===== src/design/datapath_regs.svh =====
`ifndef DATAPATH_REGS_SVH
`define DATAPATH_REGS_SVH
// register word offsets (byte addresses)
`define ACC_OFS        8'h00
`define FLAGS_OFS      8'h04
`define STATUS_OFS     8'h08
// flag field positions
`define FLAG_C_BIT     0
`define FLAG_AC_BIT    1
`define FLAG_Z_BIT     2
`define FLAG_OV_BIT    3
// status field positions
`define STAT_DUMMY_BIT 0
`define STAT_OP_LSB    4
// reset values
`define ACC_RST        8'h00
`define FLAGS_RST      4'h0
// cycles per instruction without and with a skip
`define EXEC_CYCLES    1
`define SKIP_CYCLES    2
`endif


===== src/design/datapath_pkg.sv =====
package datapath_pkg;
    // decoded operation codes; encoding chosen locally
    typedef enum logic [3:0] {
        OP_RL_CARRY  = 4'h0,
        OP_RR        = 4'h1,
        OP_RR_CARRY  = 4'h2,
        OP_SUB_BOR   = 4'h3,
        OP_SUB_MEM   = 4'h4,
        OP_SUB_IMM   = 4'h5,
        OP_DEC_SKIP  = 4'h6,
        OP_INC_SKIP  = 4'h7,
        OP_SET_BYTE  = 4'h8,
        OP_SET_BIT   = 4'h9,
        OP_BIT_SKIP  = 4'ha,
        OP_SWAP      = 4'hb
    } op_type;
endpackage


===== src/design/mcu_rotate_subtract_skip_datapath.sv =====
// Our own choices: the placing of the registers and the Wishbone interface to the registers.
`timescale 1ns/1ps
`default_nettype none
`include "datapath_regs.svh"

// Contract
// - rotate left through carry to memory: carry into bit 0, bit 7 to carry.
// - rotate left through carry to accumulator; carry from bit 7; memory untouched.
// - rotate right to memory, bit 0 wraps into bit 7, flags unchanged.
// - rotate right to accumulator, memory unchanged, flags unchanged.
// - rotate right through carry to memory; only carry changes.
// - rotate right through carry to accumulator; carry from bit 0; memory untouched.
// - subtract with borrow: acc plus inverted byte plus carry into acc, four flags.
// - same subtract with borrow, result written to memory instead.
// - decrement memory byte, write back, skip when zero, flags unchanged.
// - decrement into accumulator, memory untouched, skip when zero.
// - a taken skip drops the prefetched instruction: two cycles, else one.
// - whole-byte set writes all ones to memory, flags unchanged.
// - single-bit set forces selected bit to one, keeps seven others, no flags.
// - increment memory byte, write back, skip when it wraps to zero.
// - increment into accumulator, memory unchanged, skip when zero.
// - bit test skips when selected bit is one; no data or flag change.
// - subtract memory: acc plus inverted byte plus one, to acc or memory.
// - subtract immediate: acc plus inverted immediate plus one into acc.
// - nibble swap to memory or to accumulator, no flags affected.
module mcu_rotate_subtract_skip_datapath
    import datapath_pkg::*;
(
    input  wire logic        clk_sys,
    input  wire logic        reset_n,
    input  wire logic        wb_cyc_i,
    input  wire logic        wb_stb_i,
    input  wire logic        wb_we_i,
    input  wire logic [7:0]  wb_adr_i,
    input  wire logic [3:0]  wb_sel_i,
    input  wire logic [31:0] wb_dat_i,
    output logic      [31:0] wb_dat_o,
    output logic             wb_ack_o,
    input  wire logic        exec_valid,
    input  wire op_type      exec_op,
    input  wire logic        exec_to_acc,
    input  wire logic [2:0]  exec_bit,
    input  wire logic [7:0]  exec_imm,
    input  wire logic [7:0]  mem_rdata,
    output logic             exec_ready,
    output logic             discard_fetch,
    output logic             mem_we,
    output logic      [7:0]  mem_wdata,
    output logic      [7:0]  acc_value,
    output logic             carry_flag,
    output logic             nibble_carry_flag,
    output logic             zero_flag,
    output logic             signed_wrap_flag
);

    logic [7:0]  acc_reg,       acc_next;
    logic [3:0]  flags_reg,     flags_next;
    logic        mem_we_reg,    mem_we_next;
    logic [7:0]  mem_wdata_reg, mem_wdata_next;
    logic        dummy_reg,     dummy_next;
    logic [3:0]  last_op_reg,   last_op_next;
    logic        ack_reg,       ack_next;
    logic [31:0] rdata_reg,     rdata_next;
    logic        exec_go;
    logic        bus_wr;
    logic [7:0]  sub_b;
    logic        sub_cin;
    logic [8:0]  sub_sum;
    logic [4:0]  sub_lo;
    logic        sub_ov;
    logic [7:0]  res;
    logic        wr_res;
    logic        skip;

    // the decoder may not issue while the dummy cycle runs
    assign exec_go = exec_valid && !dummy_reg;
    // only lane 0 carries register bits, so a write without it must not land
    assign bus_wr  = wb_cyc_i && wb_stb_i && wb_we_i && !ack_reg && wb_sel_i[0];

    // shared subtractor: a + ~b + cin covers all three subtract forms
    assign sub_b   = (exec_op == OP_SUB_IMM) ? exec_imm : mem_rdata;
    assign sub_cin = (exec_op == OP_SUB_BOR) ? flags_reg[`FLAG_C_BIT] : 1'b1;
    assign sub_sum = {1'b0, acc_reg} + {1'b0, ~sub_b} + {8'h00, sub_cin};
    assign sub_lo  = {1'b0, acc_reg[3:0]} + {1'b0, ~sub_b[3:0]} + {4'h0, sub_cin};
    assign sub_ov  = (acc_reg[7] == ~sub_b[7]) && (sub_sum[7] != acc_reg[7]);

    // operation decode and result steering
    always_comb begin
        acc_next       = acc_reg;
        flags_next     = flags_reg;
        mem_we_next    = 1'b0;
        mem_wdata_next = mem_wdata_reg;
        dummy_next     = 1'b0;
        last_op_next   = last_op_reg;
        res            = 8'h00;
        wr_res         = 1'b0;
        skip           = 1'b0;
        // software writes first so that a same-cycle instruction wins
        if (bus_wr && wb_adr_i == `ACC_OFS) begin
            acc_next = wb_dat_i[7:0];
        end
        if (bus_wr && wb_adr_i == `FLAGS_OFS) begin
            flags_next = wb_dat_i[3:0];
        end
        if (exec_go) begin
            last_op_next = exec_op;
            unique case (exec_op)
                OP_RL_CARRY: begin
                    res    = {mem_rdata[6:0], flags_reg[`FLAG_C_BIT]};
                    wr_res = 1'b1;
                    flags_next[`FLAG_C_BIT] = mem_rdata[7];
                end
                OP_RR: begin
                    res    = {mem_rdata[0], mem_rdata[7:1]};
                    wr_res = 1'b1;
                end
                OP_RR_CARRY: begin
                    res    = {flags_reg[`FLAG_C_BIT], mem_rdata[7:1]};
                    wr_res = 1'b1;
                    flags_next[`FLAG_C_BIT] = mem_rdata[0];
                end
                OP_SUB_BOR, OP_SUB_MEM, OP_SUB_IMM: begin
                    res    = sub_sum[7:0];
                    wr_res = 1'b1;
                    flags_next[`FLAG_C_BIT]  = sub_sum[8];
                    flags_next[`FLAG_AC_BIT] = sub_lo[4];
                    flags_next[`FLAG_Z_BIT]  = (sub_sum[7:0] == 8'h00);
                    flags_next[`FLAG_OV_BIT] = sub_ov;
                end
                OP_DEC_SKIP: begin
                    res    = mem_rdata - 8'h01;
                    wr_res = 1'b1;
                    skip   = (res == 8'h00);
                end
                OP_INC_SKIP: begin
                    res    = mem_rdata + 8'h01;
                    wr_res = 1'b1;
                    skip   = (res == 8'h00);
                end
                OP_SET_BYTE: begin
                    res    = 8'hff;
                    wr_res = 1'b1;
                end
                OP_SET_BIT: begin
                    res    = mem_rdata | (8'h01 << exec_bit);
                    wr_res = 1'b1;
                end
                OP_BIT_SKIP: begin
                    // look only: the byte is neither written nor flagged
                    skip = mem_rdata[exec_bit];
                end
                OP_SWAP: begin
                    res    = {mem_rdata[3:0], mem_rdata[7:4]};
                    wr_res = 1'b1;
                end
                default: begin
                    // undefined code acts as a no-op
                    wr_res = 1'b0;
                end
            endcase
            // set and immediate forms have a fixed destination
            if (wr_res) begin
                if ((exec_to_acc || exec_op == OP_SUB_IMM) &&
                    exec_op != OP_SET_BYTE && exec_op != OP_SET_BIT) begin
                    acc_next = res;
                end else begin
                    mem_we_next    = 1'b1;
                    mem_wdata_next = res;
                end
            end
            dummy_next = skip;
        end
    end

    // datapath state
    always_ff @(posedge clk_sys or negedge reset_n) begin
        if (!reset_n) begin
            acc_reg       <= `ACC_RST;
            flags_reg     <= `FLAGS_RST;
            mem_we_reg    <= 1'b0;
            mem_wdata_reg <= 8'h00;
            dummy_reg     <= 1'b0;
            last_op_reg   <= 4'h0;
        end else begin
            acc_reg       <= acc_next;
            flags_reg     <= flags_next;
            mem_we_reg    <= mem_we_next;
            mem_wdata_reg <= mem_wdata_next;
            dummy_reg     <= dummy_next;
            last_op_reg   <= last_op_next;
        end
    end

    // wishbone slave: one wait state, unmapped reads give zero
    // status is read-only: a write there is acked and dropped
    always_comb begin
        ack_next   = wb_cyc_i && wb_stb_i && !ack_reg;
        rdata_next = 32'h0000_0000;
        if (ack_next && !wb_we_i) begin
            unique case (wb_adr_i)
                `ACC_OFS:    rdata_next[7:0] = acc_reg;
                `FLAGS_OFS:  rdata_next[3:0] = flags_reg;
                `STATUS_OFS: begin
                    rdata_next[`STAT_DUMMY_BIT]              = dummy_reg;
                    rdata_next[`STAT_OP_LSB+3:`STAT_OP_LSB] = last_op_reg;
                end
                default:     rdata_next = 32'h0000_0000;
            endcase
        end
    end

    always_ff @(posedge clk_sys or negedge reset_n) begin
        if (!reset_n) begin
            ack_reg   <= 1'b0;
            rdata_reg <= 32'h0000_0000;
        end else begin
            ack_reg   <= ack_next;
            rdata_reg <= rdata_next;
        end
    end

    // output drive
    assign wb_ack_o          = ack_reg;
    assign wb_dat_o          = rdata_reg;
    assign exec_ready        = !dummy_reg;
    assign discard_fetch     = dummy_reg;
    assign mem_we            = mem_we_reg;
    assign mem_wdata         = mem_wdata_reg;
    assign acc_value         = acc_reg;
    assign carry_flag        = flags_reg[`FLAG_C_BIT];
    assign nibble_carry_flag = flags_reg[`FLAG_AC_BIT];
    assign zero_flag         = flags_reg[`FLAG_Z_BIT];
    assign signed_wrap_flag  = flags_reg[`FLAG_OV_BIT];

    logic go_mem;
    logic go_acc;
    assign go_mem = exec_go && !exec_to_acc;
    assign go_acc = exec_go && exec_to_acc;
endmodule
`default_nettype wire


===== config.mk =====
export PLATFORM = sky130hd
export DESIGN_NAME = mcu_rotate_subtract_skip_datapath
export DESIGN_NICKNAME = d
export VERILOG_FILES = /design/src/design/datapath_pkg.sv /design/src/design/mcu_rotate_subtract_skip_datapath.sv
export VERILOG_INCLUDE_DIRS = /design/src /design/src/design
export SDC_FILE = /design/constraint.sdc
export NUM_CORES = 1
export LEC_CHECK = 0
export ABC_AREA = 1
export ABC_CLOCK_PERIOD_IN_PS = 4900
export BUFFER_PORTS_ARGS = -buffer_cell sky130_fd_sc_hd__buf_2
export CAP_MARGIN = 10
export CORE_MARGIN = 2
export CORE_UTILIZATION = 35
export CTS_CLUSTER_SIZE = 30
export DETAILED_ROUTE_END_ITERATION = 6
export PLACE_DENSITY = 0.58
export SLEW_MARGIN = 20
export SYNTH_ARGS = -nofsm -noshare
export SYNTH_HDL_FRONTEND = slang
export SYNTH_SLANG_ARGS = --single-unit

===== constraint.sdc =====
create_clock -name clk_sys -period 4.9 [get_ports clk_sys]
set_input_delay 0.735 -clock clk_sys [delete_from_list [all_inputs] [get_ports clk_sys]]
set_output_delay 0.735 -clock clk_sys [all_outputs]
set_load 0.005 [all_outputs]

==> results.sh <==
export IMPL_routed_wl_um=10760
export IMPL_io_buffers=78
export IMPL_pwr_share_clk=0.210
export IMPL_clkLatencyLatePin_ps=300
export IMPL_grt_usage=0.2050
export IMPL_drc_errors=0
export IMPL_synth_area_mm2=0.003403
export IMPL_cts_buffers_inserted=5
export IMPL_postCtsSetupBuffers=0
export IMPL_worst_slew_pin_slew_ps=774.6
export IMPL_grt_pass1_wl_um=16750
export IMPL_cts_hold_buf=0
export IMPL_area_delta_synth_final_pct=14.37
export IMPL_num_vias=3691
export IMPL_syn_inst=551
export IMPL_grt_pass1_vias=3289
export IMPL_dp_hpwl_um=8751
export IMPL_grt_max_degree=36
export IMPL_diodes=0
export IMPL_period_share=0.6317
export IMPL_setup_viol=0
export IMPL_avgSynthCellArea_um2=6.177
export IMPL_cts_root_buf="clkbuf_8"
export IMPL_ant_nets=0
export IMPL_post_layout_nonfiller_instances=754
export IMPL_yosys_area_share_simple=0.4199
export IMPL_synth_distinct_cells=38
export IMPL_multi_input_area_mm2=0.002131
export IMPL_seqPwrFrac=0.375
export IMPL_cellPowerDensity_mw_per_mm2=263.2
export IMPL_start_kind="input pin"
export IMPL_slowest_delay_ps=470
export IMPL_wire_per_inst_um=14.27
export IMPL_synth_top_family_by_area="simple AND/OR/NAND/NOR gates"
export IMPL_path_clk_slew_ps=80
export IMPL_slowest_stage="fa_1"
export IMPL_synth_largest_area_cell="dfrtp_1"
export IMPL_synth_top_cell_area_share=0.2574
export IMPL_die_h_um=102.6
export IMPL_critPathBufInv=4
export IMPL_p_sw_mw=0.4339
export IMPL_ys_warnings_count=0
export IMPL_cts_repair_resized=0
export IMPL_area_sequential_um2=875.8
export IMPL_fin_crit_ps=3095
export IMPL_fill_cells=1047
export IMPL_crit_family="simple AND/OR/NAND/NOR gates"
export IMPL_rsz0062_at_grt="false"
export IMPL_first_iter_violations=223
export IMPL_status="finished clean"
export IMPL_pin_count=130
export IMPL_finalHoldViolations=0
export IMPL_routed_via_density=4.895
export IMPL_place_inst=746
export IMPL_ir_drop_v=0.0001343
export IMPL_cap_violations=0
export IMPL_synth_xor_area_frac=0.01287
export IMPL_final_max_slew_violation_count=0
export IMPL_grt_overflow=0
export IMPL_path_class="in -> reg"
export IMPL_cts_tree="yes"
export IMPL_htreeDepth=2
export IMPL_dieArea_mm2=0.01053
export IMPL_hold_path_class="reg -> reg"
export IMPL_clock_sinks=35
export IMPL_drive_above_1_share=0.1648
export IMPL_nets=711
export IMPL_cp_cell_sequence="buf_2 > inv_1 > nand2_2 > nor2_2 > o21ai_0 > fa_1 > fa_1 > inv_1 > nand3_1 > nand2_1 > inv_1 > nand2_1 > nand3_1 > nand3_1 > nand2_1 > nand2_1"
export IMPL_synth_edf_count=0
export IMPL_endpoint_kind="register"
export IMPL_synth_fa_ha_area_frac=0.05221
export IMPL_path_common_cell="nand2_1"
export IMPL_num_rows=35
export IMPL_power_frac_comb=0.415
export IMPL_worstPathArrival_ps=3330
export IMPL_fmax_mhz=323.1
export IMPL_setup_tns_ps=0
export IMPL_async_flop_share=1.000
export IMPL_ys_seq_elements=35
export IMPL_p_sw_frac=0.4235
export IMPL_gp_congestion=0.9089
export IMPL_leakagePower_nw=2.156
export IMPL_first_pass_iters=5
export IMPL_initial_core_util=0.3649
export IMPL_ctsLongestPathBuffers=2
export IMPL_internal_power_mw=0.5907
export IMPL_cp_required_ps=5130
export IMPL_fin_skew_ps=13.05
export IMPL_synth_compound_area_share=0.1147
export IMPL_slew_headroom=0.4836
export IMPL_path_max_fanout=5
export IMPL_synth_area_leaders="dfrtp_1 26%, nand2_1 20%, nand3_1 8.2%"
export IMPL_synth_flop_cell="dfrtp_1"
export IMPL_seq_area_frac_synth=0.2574
export IMPL_coreArea_mm2=0.009328
export IMPL_die_w_um=102.6
export IMPL_antenna_found_initial=0
export IMPL_synth_mux_area_frac=0
through the flow:
step / setup WS, ps / total power [mW] / utilization / cell area (um2) / hold slack [ps]
floorplan: 2108 / 0.6630 / - / 3490 / 439.4
global placement: 1536 / 0.8069 / 0.4078 / 3804 / 461.3
detailed placement: 1493 / 0.8121 / 0.4078 / 3804 / 463.6
CTS: 1801 / 1.026 / 0.4173 / 3892 / 484.2
global route: 1508 / 1.114 / 0.4173 / 3892 / 507.9
finish: 1805 / 1.025 / 0.4173 / 3892 / 480.1
cell families (layout without fill, tap and decap cells):
group	count (synthesis)	in the layout
compound gates	68	68
xor+xnor	5	5
simple gates	329	329
flops	35	35
buf+inv	100	151
other cells	1	24
fa+ha+maj	13	13
routing by layer:
layer | vias to the layer above | global-route usage | routed length, um
li1 | 1867 | - | -
met1 | 1667 | 0.2946 | 5031
met2 | 141 | 0.3248 | 4792
met3 | 16 | 0.02305 | 715
met4 | 0 | 0.05949 | 224
met5 | - | 0 | 0
worst paths after layout:
path	depth (start not counted)	from	slack [ps]	end
max in group asynchronous	1	reset_n	3880	wb_dat_o[6]
worst max-delay path	16	exec_op[3]	1800	acc_value[4]
worst min register to register	2	mem_wdata[6]	480	mem_wdata[6]
min in group asynchronous	1	reset_n	510	wb_dat_o[2]
worst max register to register	12	acc_value[0]	2600	acc_value[4]
worst min-delay path	2	mem_wdata[6]	480	mem_wdata[6]
power groups by stage:
stage	clock, mW	sequential, mW	combinational (mW)
finish	0.215	0.384	0.425
floorplan	0	0.376	0.287
global placement	0	0.387	0.419
CTS	0.218	0.384	0.425
detailed placement	0	0.389	0.423
global route	0.233	0.389	0.492
Yosys cell counts, types with 4 or more instances:
cell and n:
buf_4 25, nand2_1 184, ha_1 11, clkbuf_1 5
a21oi_1 23, nand4_1 9, nor2_2 4, inv_1 63
buf_2 4, nand3_1 56, o21ai_0 26, nor3_1 4
dfrtp_1 35, nor2_1 59, o211ai_1 7
final cells by class:
class,instances,area share
multi-input cells,439,0.5474
flip-flops and latches,35,0.2250
repair buffers,78,0.1003
inverters,65,0.06300
well taps,129,0.04147
clock buffers,5,0.01768
clock inverters,3,0.005143
layout by cell type (no fill, tap or decap), types with 2 or more instances in the layout:
cell / instances
a31oi_1: 3
clkinv_2: 2
nand2_4: 2
o211ai_1: 7
fa_1: 2
conb_1: 24
xnor2_1: 2
nand3_1: 56
ha_1: 11
o22ai_1: 3
nor2_2: 4
clkinvlp_4: 2
dfrtp_1: 35
nor2_4: 2
a21oi_1: 23
nor3_1: 4
o21ai_0: 26
xor2_1: 3
clkbuf_8: 5
nand3b_1: 2
nand2_2: 2
nor3_4: 2
inv_1: 63
nand4_1: 9
nand2_1: 184
nor2_1: 59
buf_2: 78
worst register-to-register path: cells and delay by family, from the launching register on:
kind / cells / cell delay, ps
simple gates: 7 / 680
flops: 1 / 390
fa+ha+maj: 2 / 900
buf+inv: 3 / 270
Note: power is estimated with default switching activity, not from simulation.
